**src/hw/tcmc_defines.vh**
```
// Register offsets, field positions and reset values of the timer channel
`ifndef TCMC_DEFINES_VH
`define TCMC_DEFINES_VH
// ==========================================
// Register byte offsets
`define TCMC_CMD_OFS      8'h00
`define TCMC_MODE_OFS     8'h04
`define TCMC_VALUE_OFS    8'h10
`define TCMC_HOLD_A_OFS   8'h14
`define TCMC_HOLD_B_OFS   8'h18
`define TCMC_HOLD_C_OFS   8'h1C
`define TCMC_STATUS_OFS   8'h20
`define TCMC_XSEL_OFS     8'hC4
// ==========================================
// Command bits
`define TCMC_CLK_ON_BIT   0
`define TCMC_CLK_OFF_BIT  1
`define TCMC_SOFT_TRG_BIT 2
// ==========================================
// Mode fields shared by both views
`define TCMC_CLK_SEL_LSB  0
`define TCMC_INVERT_BIT   3
`define TCMC_GATE_LSB     4
`define TCMC_STOP_BIT     6
`define TCMC_DIS_BIT      7
`define TCMC_EDGE_LSB     8
`define TCMC_WAVE_BIT     15
// Capture view
`define TCMC_LINE_SEL_BIT 10
`define TCMC_CPC_TRG_BIT  14
`define TCMC_LOAD_A_LSB   16
`define TCMC_LOAD_B_LSB   18
// Waveform view
`define TCMC_EVT_SEL_LSB  10
`define TCMC_EVT_TRG_BIT  12
`define TCMC_SHAPE_LSB    13
`define TCMC_ACT_LSB      16
// ==========================================
// External clock select fields and status bits
`define TCMC_XC1_LSB      2
`define TCMC_XC2_LSB      4
`define TCMC_ST_CLK_BIT   16
`define TCMC_ST_IOA_BIT   17
`define TCMC_ST_IOB_BIT   18
// ==========================================
// Reset values and limits
`define TCMC_MODE_RST     32'h00000000
`define TCMC_XSEL_RST     6'h00
`define TCMC_CNT_MAX      16'hFFFF
`endif

```
**src/hw/tcmc_channel.v**
```verilog
// One timer channel: command, mode, external clock select and counter core
`timescale 1ns/1ps
`include "tcmc_defines.vh"
module tcmc_channel #(
  parameter CW = 16                // Counter width
) (
  input  wire        pclk,
  input  wire        presetn,
  input  wire        ce,
  input  wire        psel,
  input  wire        penable,
  input  wire        pwrite,
  input  wire [7:0]  paddr,
  input  wire [31:0] pwdata,
  output reg  [31:0] prdata,
  output wire        pready,
  output reg         pslverr,
  input  wire [4:0]  internal_clk,
  input  wire        ext_clk_0,
  input  wire        clock_pin_1,
  input  wire        clock_pin_2,
  input  wire        io_a_ch0,
  input  wire        io_a_ch1,
  input  wire        io_a_ch2,
  input  wire        io_line_a_in,
  output reg         io_line_a_out,
  output wire        io_line_a_oe,
  input  wire        io_line_b_in,
  output reg         io_line_b_out,
  output wire        io_line_b_oe
);

  // ==========================================
  // Helper functions
  // Edge filter: none, rising, falling, each
  function edge_hit;
    input [1:0] code;
    input       rise;
    input       fall;
    begin
      edge_hit = (code[0] & rise) | (code[1] & fall);
    end
  endfunction

  // Output action: none, set, clear, toggle
  function apply_act;
    input       lvl;
    input [1:0] code;
    input       hit;
    begin
      if (!hit) begin
        apply_act = lvl;
      end else begin
        case (code)
          2'b01:   apply_act = 1'b1;
          2'b10:   apply_act = 1'b0;
          2'b11:   apply_act = ~lvl;
          default: apply_act = lvl;
        endcase
      end
    end
  endfunction

  // ==========================================
  // State
  reg  [31:0]   mode_reg;          // Channel mode
  reg  [5:0]    xsel_reg;          // External clock mux selects
  reg  [CW-1:0] cv_reg;            // Counter value
  reg  [CW-1:0] hold_a_reg;        // Hold/compare a
  reg  [CW-1:0] hold_b_reg;        // Hold/compare b
  reg  [CW-1:0] hold_c_reg;        // Compare c
  reg           clk_en_reg;        // Counter clock enabled
  reg           stop_reg;          // Counter clock stopped
  reg           down_reg;          // Counting down in updown shape
  reg           step_reg;          // Counter ticked or was triggered last cycle
  reg           gclk_reg;          // Previous gated clock level
  reg           ioa_reg;           // Previous line_a input
  reg           iob_reg;           // Previous line_b input
  reg           xc0_reg;           // Previous external clocks
  reg           xc1_reg;
  reg           xc2_reg;

  // ==========================================
  // Bus decode
  wire       wr_acc = psel & penable & pwrite;
  wire       setup  = psel & ~penable;
  wire       wave   = mode_reg[`TCMC_WAVE_BIT];
  wire       cmd_wr = ce & wr_acc & (paddr == `TCMC_CMD_OFS);
  wire       on_cmd = cmd_wr & pwdata[`TCMC_CLK_ON_BIT];
  wire       off_cmd = cmd_wr & pwdata[`TCMC_CLK_OFF_BIT];
  wire       sw_trg = cmd_wr & pwdata[`TCMC_SOFT_TRG_BIT];

  // Zero wait states
  assign pready = 1'b1;

  // ==========================================
  // External clock multiplexers
  reg ext_clk_1;                   // Selected external clock 1
  reg ext_clk_2;                   // Selected external clock 2

  always @* begin
    case (xsel_reg[`TCMC_XC1_LSB +: 2])
      2'b00:   ext_clk_1 = clock_pin_1;
      2'b10:   ext_clk_1 = io_a_ch0;
      2'b11:   ext_clk_1 = io_a_ch2;
      default: ext_clk_1 = 1'b0;
    endcase
    case (xsel_reg[`TCMC_XC2_LSB +: 2])
      2'b00:   ext_clk_2 = clock_pin_2;
      2'b10:   ext_clk_2 = io_a_ch0;
      2'b11:   ext_clk_2 = io_a_ch1;
      default: ext_clk_2 = 1'b0;
    endcase
  end

  // ==========================================
  // Counting clock select, gating and edge
  reg sel_clk;                     // Selected clock level
  reg gate;                        // Gating level

  always @* begin
    case (mode_reg[`TCMC_CLK_SEL_LSB +: 3])
      3'h5:    sel_clk = ext_clk_0;
      3'h6:    sel_clk = ext_clk_1;
      3'h7:    sel_clk = ext_clk_2;
      default: sel_clk = internal_clk[mode_reg[`TCMC_CLK_SEL_LSB +: 3]];
    endcase
    case (mode_reg[`TCMC_GATE_LSB +: 2])
      2'b01:   gate = ext_clk_0;
      2'b10:   gate = ext_clk_1;
      2'b11:   gate = ext_clk_2;
      default: gate = 1'b1;
    endcase
  end

  wire gclk    = sel_clk & gate;
  wire running = clk_en_reg & ~stop_reg;
  // Rising edge normally, falling edge when inverted
  wire tick = running & (mode_reg[`TCMC_INVERT_BIT] ? (gclk_reg & ~gclk)
                                                    : (gclk & ~gclk_reg));

  // ==========================================
  // Line edges and event sources
  wire a_rise = io_line_a_in & ~ioa_reg;
  wire a_fall = ~io_line_a_in & ioa_reg;
  wire b_rise = io_line_b_in & ~iob_reg;
  wire b_fall = ~io_line_b_in & iob_reg;
  wire [1:0] edge_code = mode_reg[`TCMC_EDGE_LSB +: 2];

  // Capture trigger line: line_b at 0, line_a at 1
  wire ctrg = mode_reg[`TCMC_LINE_SEL_BIT] ? edge_hit(edge_code, a_rise, a_fall)
                                           : edge_hit(edge_code, b_rise, b_fall);

  // Waveform event source
  reg ev_rise;                     // Selected event rises
  reg ev_fall;                     // Selected event falls

  always @* begin
    case (mode_reg[`TCMC_EVT_SEL_LSB +: 2])
      2'b01: begin
        ev_rise = ext_clk_0 & ~xc0_reg;
        ev_fall = ~ext_clk_0 & xc0_reg;
      end
      2'b10: begin
        ev_rise = ext_clk_1 & ~xc1_reg;
        ev_fall = ~ext_clk_1 & xc1_reg;
      end
      2'b11: begin
        ev_rise = ext_clk_2 & ~xc2_reg;
        ev_fall = ~ext_clk_2 & xc2_reg;
      end
      default: begin
        ev_rise = b_rise;
        ev_fall = b_fall;
      end
    endcase
  end

  wire evt     = wave & edge_hit(edge_code, ev_rise, ev_fall);
  wire b_is_in = mode_reg[`TCMC_EVT_SEL_LSB +: 2] == 2'b00;

  // ==========================================
  // Compares, loads and triggers
  wire cmp_a = step_reg & (cv_reg == hold_a_reg);
  wire cmp_b = step_reg & (cv_reg == hold_b_reg);
  wire cmp_c = step_reg & (cv_reg == hold_c_reg);
  wire ld_a  = ~wave & edge_hit(mode_reg[`TCMC_LOAD_A_LSB +: 2], a_rise, a_fall);
  wire ld_b  = ~wave & edge_hit(mode_reg[`TCMC_LOAD_B_LSB +: 2], a_rise, a_fall);
  wire [1:0] shape = mode_reg[`TCMC_SHAPE_LSB +: 2];

  wire ext_trg = wave ? (evt & mode_reg[`TCMC_EVT_TRG_BIT])
                      : ctrg;
  wire cpc_trg = cmp_c & (wave ? shape[1]
                               : mode_reg[`TCMC_CPC_TRG_BIT]);
  wire trig    = sw_trg | ext_trg | cpc_trg;

  // Stop and disable events, in either view
  wire stop_evt = wave ? (mode_reg[`TCMC_STOP_BIT] & cmp_c)
                       : (mode_reg[`TCMC_STOP_BIT] & ld_b);
  wire dis_evt  = off_cmd
                | (wave ? (mode_reg[`TCMC_DIS_BIT] & cmp_c)
                        : (mode_reg[`TCMC_DIS_BIT] & ld_b));

  // ==========================================
  // Counter next value
  wire [CW-1:0] top = shape[1] ? hold_c_reg : `TCMC_CNT_MAX;
  wire          updn = wave & shape[0];
  reg  [CW-1:0] cv_next;           // Next counter value
  reg           down_next;         // Next direction

  always @* begin
    cv_next   = cv_reg;
    down_next = down_reg;
    if (trig && updn) begin
      // Updown shapes reverse direction on a trigger
      down_next = ~down_reg;
    end else if (trig) begin
      cv_next = {CW{1'b0}};
    end else if (tick && updn) begin
      if (!down_reg && (cv_reg >= top)) begin
        down_next = 1'b1;
        cv_next   = cv_reg - 1'b1;
      end else if (down_reg && (cv_reg == {CW{1'b0}})) begin
        down_next = 1'b0;
        cv_next   = cv_reg + 1'b1;
      end else begin
        cv_next = down_reg ? cv_reg - 1'b1 : cv_reg + 1'b1;
      end
    end else if (tick) begin
      cv_next = cv_reg + 1'b1;
    end
  end

  // ==========================================
  // Output line next levels
  reg ioa_next;                    // Next line_a level
  reg iob_next;                    // Next line_b level

  always @* begin
    ioa_next = io_line_a_out;
    iob_next = io_line_b_out;
    if (wave) begin
      // Later events in this order take precedence
      ioa_next = apply_act(ioa_next, mode_reg[17:16], cmp_a);
      ioa_next = apply_act(ioa_next, mode_reg[19:18], cmp_c);
      ioa_next = apply_act(ioa_next, mode_reg[21:20], evt);
      ioa_next = apply_act(ioa_next, mode_reg[23:22], sw_trg);
      if (!b_is_in) begin
        iob_next = apply_act(iob_next, mode_reg[25:24], cmp_b);
        iob_next = apply_act(iob_next, mode_reg[27:26], cmp_c);
        iob_next = apply_act(iob_next, mode_reg[29:28], evt);
        iob_next = apply_act(iob_next, mode_reg[31:30], sw_trg);
      end
    end
  end

  assign io_line_a_oe = wave;
  assign io_line_b_oe = wave & ~b_is_in;

  // ==========================================
  // Read mux
  reg [31:0] rd_word;              // Word for current address
  reg        rd_bad;               // Address not mapped

  always @* begin
    rd_word = 32'h00000000;
    rd_bad  = 1'b0;
    case (paddr)
      `TCMC_CMD_OFS:    rd_word = 32'h00000000;
      `TCMC_MODE_OFS:   rd_word = mode_reg;
      `TCMC_VALUE_OFS:  rd_word[CW-1:0] = cv_reg;
      `TCMC_HOLD_A_OFS: rd_word[CW-1:0] = hold_a_reg;
      `TCMC_HOLD_B_OFS: rd_word[CW-1:0] = hold_b_reg;
      `TCMC_HOLD_C_OFS: rd_word[CW-1:0] = hold_c_reg;
      `TCMC_STATUS_OFS: begin
        rd_word[`TCMC_ST_CLK_BIT] = clk_en_reg;
        rd_word[`TCMC_ST_IOA_BIT] = io_line_a_in;
        rd_word[`TCMC_ST_IOB_BIT] = io_line_b_in;
      end
      `TCMC_XSEL_OFS:   rd_word[5:0] = xsel_reg;
      default:          rd_bad = 1'b1;
    endcase
  end

  // ==========================================
  // Bus answer captured in the setup cycle
  always @(posedge pclk or negedge presetn) begin
    if (!presetn) begin
      prdata  <= 32'h00000000;
      pslverr <= 1'b0;
    end else if (ce && setup) begin
      prdata  <= pwrite ? 32'h00000000 : rd_word;
      pslverr <= rd_bad;
    end
  end

  // ==========================================
  // Software-written registers
  always @(posedge pclk or negedge presetn) begin
    if (!presetn) begin
      mode_reg   <= `TCMC_MODE_RST;
      xsel_reg   <= `TCMC_XSEL_RST;
      hold_a_reg <= {CW{1'b0}};
      hold_b_reg <= {CW{1'b0}};
      hold_c_reg <= {CW{1'b0}};
    end else if (ce) begin
      if (wr_acc && paddr == `TCMC_MODE_OFS) begin
        mode_reg <= pwdata;
      end
      if (wr_acc && paddr == `TCMC_XSEL_OFS) begin
        xsel_reg <= pwdata[5:0];
      end
      if (wr_acc && paddr == `TCMC_HOLD_C_OFS) begin
        hold_c_reg <= pwdata[CW-1:0];
      end
      // Capture loads; software writes only in waveform view
      if (ld_a) begin
        hold_a_reg <= cv_reg;
      end else if (wave && wr_acc && paddr == `TCMC_HOLD_A_OFS) begin
        hold_a_reg <= pwdata[CW-1:0];
      end
      if (ld_b) begin
        hold_b_reg <= cv_reg;
      end else if (wave && wr_acc && paddr == `TCMC_HOLD_B_OFS) begin
        hold_b_reg <= pwdata[CW-1:0];
      end
    end
  end

  // ==========================================
  // Clock enable, stop and counter core
  always @(posedge pclk or negedge presetn) begin
    if (!presetn) begin
      clk_en_reg    <= 1'b0;
      stop_reg      <= 1'b0;
      down_reg      <= 1'b0;
      step_reg      <= 1'b0;
      cv_reg        <= {CW{1'b0}};
      gclk_reg      <= 1'b0;
      ioa_reg       <= 1'b0;
      iob_reg       <= 1'b0;
      xc0_reg       <= 1'b0;
      xc1_reg       <= 1'b0;
      xc2_reg       <= 1'b0;
      io_line_a_out <= 1'b0;
      io_line_b_out <= 1'b0;
    end else if (ce) begin
      // Disable wins over an enable command in the same cycle
      if (dis_evt) begin
        clk_en_reg <= 1'b0;
      end else if (on_cmd) begin
        clk_en_reg <= 1'b1;
      end
      // Stop wins over a trigger in the same cycle
      if (stop_evt) begin
        stop_reg <= 1'b1;
      end else if (trig) begin
        stop_reg <= 1'b0;
      end
      cv_reg        <= cv_next;
      down_reg      <= down_next;
      step_reg      <= tick | trig;
      gclk_reg      <= gclk;
      ioa_reg       <= io_line_a_in;
      iob_reg       <= io_line_b_in;
      xc0_reg       <= ext_clk_0;
      xc1_reg       <= ext_clk_1;
      xc2_reg       <= ext_clk_2;
      io_line_a_out <= ioa_next;
      io_line_b_out <= iob_next;
    end
  end

endmodule

```
**config.mk**
```make
export PLATFORM = sky130hd
export DESIGN_NAME = tcmc_channel
export DESIGN_NICKNAME = d
export VERILOG_FILES = /design/src/hw/tcmc_channel.v
export VERILOG_INCLUDE_DIRS = /design/src /design/src/hw
export SDC_FILE = /design/constraint.sdc
export NUM_CORES = 1
export LEC_CHECK = 0
export BUFFER_PORTS_ARGS = -buffer_cell sky130_fd_sc_hd__buf_2
export CAP_MARGIN = 20
export CORE_MARGIN = 2
export CORE_UTILIZATION = 43
export CTS_BUF_LIST = sky130_fd_sc_hd__clkbuf_4
export DETAILED_ROUTE_END_ITERATION = 10
export PLACE_DENSITY_LB_ADDON = 0.1
export SLEW_MARGIN = 20
export SYNTH_ARGS = -nofsm -noshare
export SYNTH_HDL_FRONTEND = slang
export SYNTH_SLANG_ARGS = --single-unit
```
**constraint.sdc**
```tcl
create_clock -name pclk -period 2.9 [get_ports pclk]
set_input_delay 0.435 -clock pclk [delete_from_list [all_inputs] [get_ports pclk]]
set_output_delay 0.435 -clock pclk [all_outputs]
set_load 0.01 [all_outputs]
```
======== Yosys cells after proc, flatten, opt, wreduce, memory -nomap -nowiden ========
Cells that the tools add are included.
storage, ports and cells
  word-level logic and storage cells ...... 254
  output and inout port bits .............. 38
  bits of input ports ..................... 59
  register bits after elaboration ......... 147
operators by class
  add/subtract/negate cells ............... 2
  bitwise operators ....................... 82
  eq/ne operators ......................... 48
  multiplexer cells ....................... 64
  reduce and logical (&&, ||, !) cells .... 36
  magnitude comparators ................... 2
operator list
  kind                     number
  $mux W16                 11
  $pmux W10 S5             1
  $eq A16 B16 Y1           3
  $eq A2 B2 Y1 const B     24
  $and A1 B1 Y1            47
  $pmux W1 S3              14
  $pmux W6 S6              1
  $mux W1                  33
  $eq A8 B5 Y1 const B     4
  $mux W32                 1
  $not A1 Y1               26
  $eq A2 B1 Y1 const B     10
  $add A16 B1 Y16 const B  1
  $ge A16 B16 Y1           1
  $logic_not A16 Y1        1
  $reduce_and A2 Y1        8
  $sub A16 B1 Y16 const B  1
  $mux W13                 1
  $logic_and A1 B1 Y1      11
  $reduce_bool A2 Y1       5
  $eq A3 B3 Y1 const B     3
  $or A1 B1 Y1             9
  $eq A8 B3 Y1 const B     1
  $eq A8 B6 Y1 const B     1
  12 further kinds         16

======== Depth between registers and ports, before layout ========
Gate-level depths: netlist of the first run.
  word-level depth ........................ 18
  depth in mapped cells ................... 14
  mapped depth without buffers ............ 11

======== Worst setup path after synthesis of the first run ========
OpenSTA, ideal clock, no wires.
  kind .................................... register to register
  start ................................... reg mode_reg[14]
  end ..................................... reg cv_reg[11]
  required time ........................... 2.762 ns
  setup time .............................. 0.138 ns
  path buffers ............................ 3
  slack ................................... -0.150 ns
  data arrival time ....................... 2.911 ns
  period minus slack after synthesis ...... 3.050 ns
  stages on the path, launching flop included .. 15
  cells stage by stage .................... dfrtp_1 > clkbuf_1 > clkbuf_1 > nor2b_1 > ha_1 > a21oi_1 > o21a_1 > a21oi_1 > o21ai_0 > and3b_1 > a2111oi_4 > buf_6 > mux2i_1 > a2bb2oi_1 > o21ai_0
on the way
  cells in the longest elaborated chain, start to end .. 6
  elaborated cells on any way between the ends .. 12
  classes of those cells .................. 1 x order compare; 4 x mux; 3 x bitwise; 4 x reduce/logical
RTL lines
  what                       RTL line            source
  start: declaration         tcmc_channel.v:66   reg [31:0] mode_reg;
  start signal: assignment   tcmc_channel.v:301  mode_reg <= `TCMC_MODE_RST;
  start signal: assignment   tcmc_channel.v:308  mode_reg <= pwdata;
  $mux W16 (no source line)  -
  $ge A16 B16 Y1             tcmc_channel.v:220  if (!down_reg && (cv_reg >= top)) begin
  $logic_and A1 B1 Y1        tcmc_channel.v:220
  $mux W16                   tcmc_channel.v:220
  $mux W16                   tcmc_channel.v:219  end else if (tick && updn) begin
  $mux W16                   tcmc_channel.v:217  end else if (trig) begin
  end signal: assignment     tcmc_channel.v:338  cv_reg <= {CW{1'b0}};
  end signal: assignment     tcmc_channel.v:360  cv_reg <= cv_next;
  end: declaration           tcmc_channel.v:68   reg [CW-1:0] cv_reg;
Several ways; a longest one is shown, not always the timed one.
A chain may end at the register's enable or synchronous reset.

======== Worst setup path in the final report of the first run ========
  start ................................... reg mode_reg[14]
  end ..................................... reg cv_reg[8]
Same word-level chain as after synthesis.

==> results of run 1 <==
## metrics by stage
stage | util [%] | power, mW | setup WS [ns] | setup TNS [ns] | std cells
2_1_floorplan | - | 2.72 | -0.0417 | -0.141 | 851
3_3_place_gp | 50.6 | 3.13 | -0.138 | -0.746 | 1255
3_5_place_dp | 50.6 | 3.14 | -0.170 | -1.11 | 1255
4_1_cts | 52.7 | 4.59 | -0.0682 | -0.275 | 1295
5_1_grt | 53.2 | 4.78 | -0.202 | -2.52 | 1298
6_report | 53.2 | 4.56 | -0.0638 | -0.225 | 1298
## per-layer routing
metal / up-vias / global-route usage, % / part of all wire [%]
met2: 195 / 41.8 / 48
met1: 3682 / 35.6 / 45
li1: 3458 / - / -
met4: 0 / 7.91 / 2.6
met3: 40 / 3.63 / 4.1
met5: - / 0 / 0
## power groups by stage
stage	registers, mW	clock network, mW	logic [mW]
2_1_floorplan	2.21	0	0.503
3_3_place_gp	2.23	0	0.902
3_5_place_dp	2.23	0	0.909
4_1_cts	2.19	1.46	0.929
5_1_grt	2.21	1.54	1.02
6_report	2.19	1.43	0.942
## final cells by class
cell class                      instances  area (µm²)
Antenna cell                            1        2.50
Clock buffer                           17         128
Clock inverter                         15         183
Fill cell                            1875        9420
Inverter                               13        48.8
Multi-Input combinational cell        634        4930
Sequential cell                       147        3680
Tap cell                              270         338
Timing Repair Buffer                  201        1380
## what timing repair did
action / in CTS / in global routing
gates resized for setup: 10 / 19
pin swaps: 1 / 7
hold endpoints to repair: 53 / 0
hold buffers: 1 / 0
setup endpoints to repair: 14 / 17
buffers inserted: 7 / 2
## cell usage after synthesis (all sizes together) (3+ instances only)
cell type / n / area, µm²
nor3b: 3 / 22.5
ha: 18 / 225
clkbuf: 40 / 150
or2: 6 / 37.5
and2: 5 / 31.3
o21a: 5 / 37.5
nand3: 17 / 85.1
nand3b: 6 / 57.6
nand2: 95 / 357
a21oi: 27 / 139
nor2b: 21 / 131
and3: 13 / 81.3
a22oi: 15 / 113
nor4: 11 / 68.8
a211oi: 4 / 30.0
mux4: 17 / 383
o2111ai: 5 / 43.8
xnor2: 26 / 228
mux2i: 51 / 510
nor3: 12 / 60.1
mux2: 62 / 698
or3: 7 / 43.8
o211ai: 7 / 62.6
nand4: 14 / 87.6
a211o: 3 / 26.3
buf: 17 / 82.6
a22o: 20 / 175
a2bb2oi: 3 / 26.3
nor2: 20 / 75.1
xor2: 23 / 201
dfrtp: 147 / 3680
a32oi: 3 / 26.3
inv: 13 / 48.8
a31oi: 11 / 68.8
o21ai: 68 / 340
## worst max-delay path by stage
stage                                        start                endpoint  cells after the start
after detailed placement  mode_reg[14]$_DFFE_PN0P_   cv_reg[8]$_DFFE_PN0P_                     12
after global routing      mode_reg[14]$_DFFE_PN0P_  cv_reg[12]$_DFFE_PN0P_                     14
after floorplan           mode_reg[14]$_DFFE_PN0P_  cv_reg[11]$_DFFE_PN0P_                     14
after CTS                 mode_reg[14]$_DFFE_PN0P_   cv_reg[8]$_DFFE_PN0P_                     13
final                     mode_reg[14]$_DFFE_PN0P_   cv_reg[8]$_DFFE_PN0P_                     13
after global placement             internal_clk[3]   cv_reg[8]$_DFFE_PN0P_                     11
## cells by family after synthesis
kind of cell | count (synthesis)
other cells | 1
fa+ha+maj | 18
simple gates | 244
compound gates | 192
xor+xnor | 49
buf+inv | 70
mux | 130
flops | 147
## worst reg2reg max path, cell delays in order, from the launching register on
cell	delay, ns
dfrtp_2	0.46
buf_12	0.14
nor2b_1	0.13
ha_1	0.32
nand2_1	0.07
o21a_1	0.19
a21oi_1	0.13
o21ai_1	0.07
and3b_2	0.22
a2111oi_4	0.35
buf_12	0.19
mux2_4	0.31
o21ba_2	0.19
a31oi_1	0.13
==> impl_metrics.yaml, run 1 <==
outcome:
  outcome: "finished with violations"
  failed_checks: "setup timing"
worst_setup_path:
  cpMaxStageDelayCell: "dfrtp_2"
  crit_buf_inv: 2
  crit_type: "register to register"
  cpPeakStageDelay_ns: 0.46
  path_cells: "buf_12 -> nor2b_1 -> ha_1 -> nand2_1 -> o21a_1 -> a21oi_1 -> o21ai_1 -> and3b_2 -> a2111oi_4 -> buf_12 -> mux2_4 -> o21ba_2 -> a31oi_1"
  crit_fanout: 11
  crit_family: "compound AO/OA/AOI/OAI gates"
  worstRegToRegCells: 13
  crit_required_ns: 3.39
  timing.critical_path.mode_cell: "buf_12"
  worst_setup_path_end_kind: "register"
  r2r_slack_ns: -0.06
  startpoint_type: "register"
  worstPathArrival_ns: 3.45
  r2r-end: "cv_reg[8]$_DFFE_PN0P_"
  timing.rr.start: "mode_reg[14]$_DFFE_PN0P_"
min_path:
  hold_depth: 2
  min_path_type: "input pin to register"
  min_from: "pwdata[24]"
  holdPathEnd: "mode_reg[24]$_DFFE_PN0P_"
pwr:
  p_int_mw: 3.02
  p_switching_mw: 1.54
  p_leak_nw: 4.90
  ir_worst_vdd_uv: 263
  power_frac_seq_pct: 48.1
  clkPwrFrac_pct: 31.3
  power.density_mw_per_mm2: 427
  combPwrFrac_pct: 20.6
  sw_frac_of_total_pct: 33.8
sta:
  relSlewSlack_pct: 60.8
  fin_ws_ns: -0.0638
  fin_crit_ns: 2.96
  tightest_slew_ns: 0.588
  finalHoldViolCount: 0
  finalSetupViolCount: 10
  fin_crit_sh_pct: 102
  rsz0062_at_grt: "yes"
  hold_ws_ns: 0.0777
  slew_viol_final: 0
  timing.fmax_mhz: 337
  clock_skew_ns: 0.0278
placement:
  dp_hpwl_mm: 20.2
  routabilityCongestion: 0.872
  placed_area_mm2: 0.0102
  io_buffers: 95
clock_tree:
  cts_root_buffer: "clkbuf_4"
  clock_path_buffers: 2
  cts_tree: "built"
  htree_levels: 4
  worstSkewPairLatency_ns: 0.57
  clock-sinks: 147
  cts_buffers: 17
  clk_pin_slew_ns: 0.17
synthesis:
  synth_nets: 928
  synth-xor-area-share_pct: 4.90
  synth_seq_area_share_pct: 42.0
  synth-compound-area-share_pct: 14.7
  synth_top_family_by_area: "multiplexers"
  synth-warning-count: 0
  muxShareOfSynthArea_pct: 18.2
  synth-edff-count: 0
  ys_types: 72
  ys_seq_elements: 147
  synthSimpleGateAreaFrac_pct: 14.4
  async_flop_share_pct: 100
  syn_area_mm2: 0.00876
  yosys.area_share.adder_pct: 2.57
  postSynthAreaPerCell_um2: 10.3
  synth_flop_cell: "dfrtp_1"
  synth_cells: 851
die:
  start_util_pct: 43.6
  die_area_mm2: 0.0215
  rows: 52
  core_area_mm2: 0.0201
  fp.dieW_um: 147
  io_pins: 97
  die_height_um: 147
drt:
  drc: 0
  drt_first_pass_iters: 5
  vias_per_cell: 5.68
  drtIter0Drc: 407
  routedWlPerCell_um: 20.7
  routed_wl_mm: 26.9
  vias: 7375
  drtAntennaViolNets: 0
final_layout:
  mostFrequentLayoutCells: "145 x dfrtp_1, 95 x nand2_1, 95 x buf_4, 94 x buf_2, 60 x o21ai_0"
  num-nets-final: 1091
  area_growth_syn_to_layout_pct: 22.0
  final_common_cell: "dfrtp_1"
  stdcell_area_mm2: 0.0107
  drive_above_1_share_pct: 33.6
job:
  cap_violations: 0
grt:
  grt_pass1_vias: 7358
  grt-ovfl-total: 0
  grt_pass1_wl_mm: 42.8
  antenna_found_initial: 1
  grt_max_degree: 57
  track_usage_pct: 25.6
(Power assumes the default switching activity.)
==> run 2: changes to the inputs <==
--- a/config.mk
+++ b/config.mk
@@ -12,6 +12,7 @@
 export CORE_UTILIZATION = 43
 export CTS_BUF_LIST = sky130_fd_sc_hd__clkbuf_4
 export DETAILED_ROUTE_END_ITERATION = 10
+export HOLD_SLACK_MARGIN = 0.12
 export PLACE_DENSITY_LB_ADDON = 0.1
 export SLEW_MARGIN = 20
 export SYNTH_ARGS = -nofsm -noshare
==> impl_metrics.yaml, run 2 (synthesized netlist as in run 1, its figures left out) <==
sta:
  rsz0062_at_grt: "yes"
  slew_viol_final: 0
  fin_crit_ns: 2.96
  hold_ws_ns: 0.167
  relSlewSlack_pct: 60.9
  fin_crit_sh_pct: 102
  tightest_slew_ns: 0.586
  finalSetupViolCount: 8
  fin_ws_ns: -0.0574
  timing.fmax_mhz: 338
  clock_skew_ns: 0.0291
  finalHoldViolCount: 0
drt:
  vias_per_cell: 5.69
  routedWlPerCell_um: 20.7
  drtIter0Drc: 347
  drc: 0
  drt_first_pass_iters: 5
  routed_wl_mm: 27.3
  vias: 7489
  drtAntennaViolNets: 0
min_path:
  min_from: "pwdata[14]"
  hold_depth: 2
  min_path_type: "input pin to register"
  holdPathEnd: "hold_c_reg[14]$_DFFE_PN0P_"
die:
  die_height_um: 147
  fp.dieW_um: 147
  io_pins: 97
  rows: 52
  core_area_mm2: 0.0201
  start_util_pct: 43.6
  die_area_mm2: 0.0215
pwr:
  power_mw: 4.59
  p_leak_nw: 4.98
  ir_worst_vdd_uv: 265
  power.density_mw_per_mm2: 422
final_layout:
  final_cells: 1317
  nFillCells: 1857
  stdcell_area_mm2: 0.0109
  final_common_cell: "dfrtp_1"
  drive_above_1_share_pct: 33.0
  multi_input_comb_area_mm2: 0.00493
  area_growth_syn_to_layout_pct: 24.2
  seqCellArea_mm2: 0.00368
  mostFrequentLayoutCells: "145 x dfrtp_1, 95 x nand2_1, 95 x buf_4, 94 x buf_2, 60 x o21ai_0"
  num-nets-final: 1110
placement:
  dp_hpwl_mm: 20.2
  pre_cts_ws_ns: -0.170
  placed_area_mm2: 0.0102
  routabilityCongestion: 0.872
  dpl.cell_count: 1255
  io_buffers: 95
worst_setup_path:
  path_cells: "buf_12 -> nor2b_1 -> ha_1 -> nand2_1 -> o21a_1 -> a21oi_1 -> o21ai_1 -> and3b_2 -> a2111oi_4 -> buf_12 -> mux2_4 -> o21ba_2 -> a31oi_1"
  startpoint_type: "register"
  r2r_slack_ns: -0.06
  worstPathArrival_ns: 3.45
  timing.critical_path.mode_cell: "buf_12"
  crit_family: "compound AO/OA/AOI/OAI gates"
  crit_buf_inv: 2
  crit_required_ns: 3.39
  worstRegToRegCells: 13
  r2r-end: "cv_reg[8]$_DFFE_PN0P_"
  worst_setup_path_end_kind: "register"
  timing.rr.start: "mode_reg[14]$_DFFE_PN0P_"
  cpMaxStageDelayCell: "dfrtp_2"
  crit_fanout: 11
  crit_type: "register to register"
  cpPeakStageDelay_ns: 0.46
job:
  cap_violations: 0
clock_tree:
  htree_levels: 4
  worstSkewPairLatency_ns: 0.58
  clock_path_buffers: 2
  cts_root_buffer: "clkbuf_4"
  clock-sinks: 147
  cts_tree: "built"
  clk_pin_slew_ns: 0.15
  cts_buffers: 17
grt:
  grt_max_degree: 57
  track_usage_pct: 25.8
  grt_pass1_vias: 7458
  grt-ovfl-total: 0
  antenna_found_initial: 1
  grt_pass1_wl_mm: 43.2
outcome:
  outcome: "finished with violations"
  failed_checks: "setup timing"
-- run 2: changes by cell type in the layout (fill, tap and decap cells not counted), sizes merged --
cell / delta
dlygate4sd3: +19
-- run 2: per-stage QoR --
stage               util (%)  TNS [ns]
floorplan                  -    -0.141
detailed placement      50.6     -1.11
global route            54.1     -2.52
global placement        50.6    -0.746
CTS                     53.6    -0.275
finish                  54.1    -0.178
-- run 2: per-layer routing --
layer  share of wire [%]  vias up  track usage [%]  routed length [µm]
li1                    -     3503                -                   -
met1                  45     3748             35.7               12300
met2                  48      203             42.4               13200
met3                 4.1       35             3.57                1110
met4                 2.4        0             7.91                 644
met5                   0        -                0                   0
-- run 2: worst max-delay path by stage --
stage / start / to / cells past startpoint
after floorplan: mode_reg[14]$_DFFE_PN0P_ / cv_reg[11]$_DFFE_PN0P_ / 14
after global placement: internal_clk[3] / cv_reg[8]$_DFFE_PN0P_ / 11
after detailed placement: mode_reg[14]$_DFFE_PN0P_ / cv_reg[8]$_DFFE_PN0P_ / 12
after CTS: mode_reg[14]$_DFFE_PN0P_ / cv_reg[8]$_DFFE_PN0P_ / 13
after global routing: mode_reg[14]$_DFFE_PN0P_ / cv_reg[12]$_DFFE_PN0P_ / 14
final: mode_reg[14]$_DFFE_PN0P_ / cv_reg[8]$_DFFE_PN0P_ / 13
-- run 2: worst reg2reg max path, cell delays in order, from the launching register on --
cell and delay (ns):
dfrtp_2 0.46, buf_12 0.14, nor2b_1 0.13, ha_1 0.32, nand2_1 0.07, o21a_1 0.19
a21oi_1 0.13, o21ai_1 0.07, and3b_2 0.22, a2111oi_4 0.35, buf_12 0.19, mux2_4 0.31
o21ba_2 0.19, a31oi_1 0.13
-- run 2: layout make-up --
cell class / count / area share [%]
Clock inverter: 15 / 1.68
Clock buffer: 17 / 1.17
Tap cell: 270 / 3.11
Multi-Input combinational cell: 634 / 45.3
Inverter: 13 / 0.449
Timing Repair Buffer: 220 / 14.4
Sequential cell: 147 / 33.8
Antenna cell: 1 / 0.0230
-- run 2: report_power, final --
group | switching (mW) | leakage [nW] | internal [mW] | total (mW)
logic | 0.537 | 2.81 | 0.430 | 0.966
registers | 0.0733 | 2.01 | 2.12 | 2.19
clock network | 0.945 | 0.162 | 0.485 | 1.43
total | 1.56 | 4.98 | 3.04 | 4.59
-- run 2: repair_timing --
| action | CTS | global route |
|---|---|---|
| endpoints found under the hold margin | 73 | 0 |
| hold buffers | 20 | 0 |
| endpoints found under the setup margin | 14 | 17 |
| gates cloned | 0 | 0 |
| pin swaps | 1 | 7 |
| resized for setup | 10 | 19 |
| setup buffers | 7 | 2 |
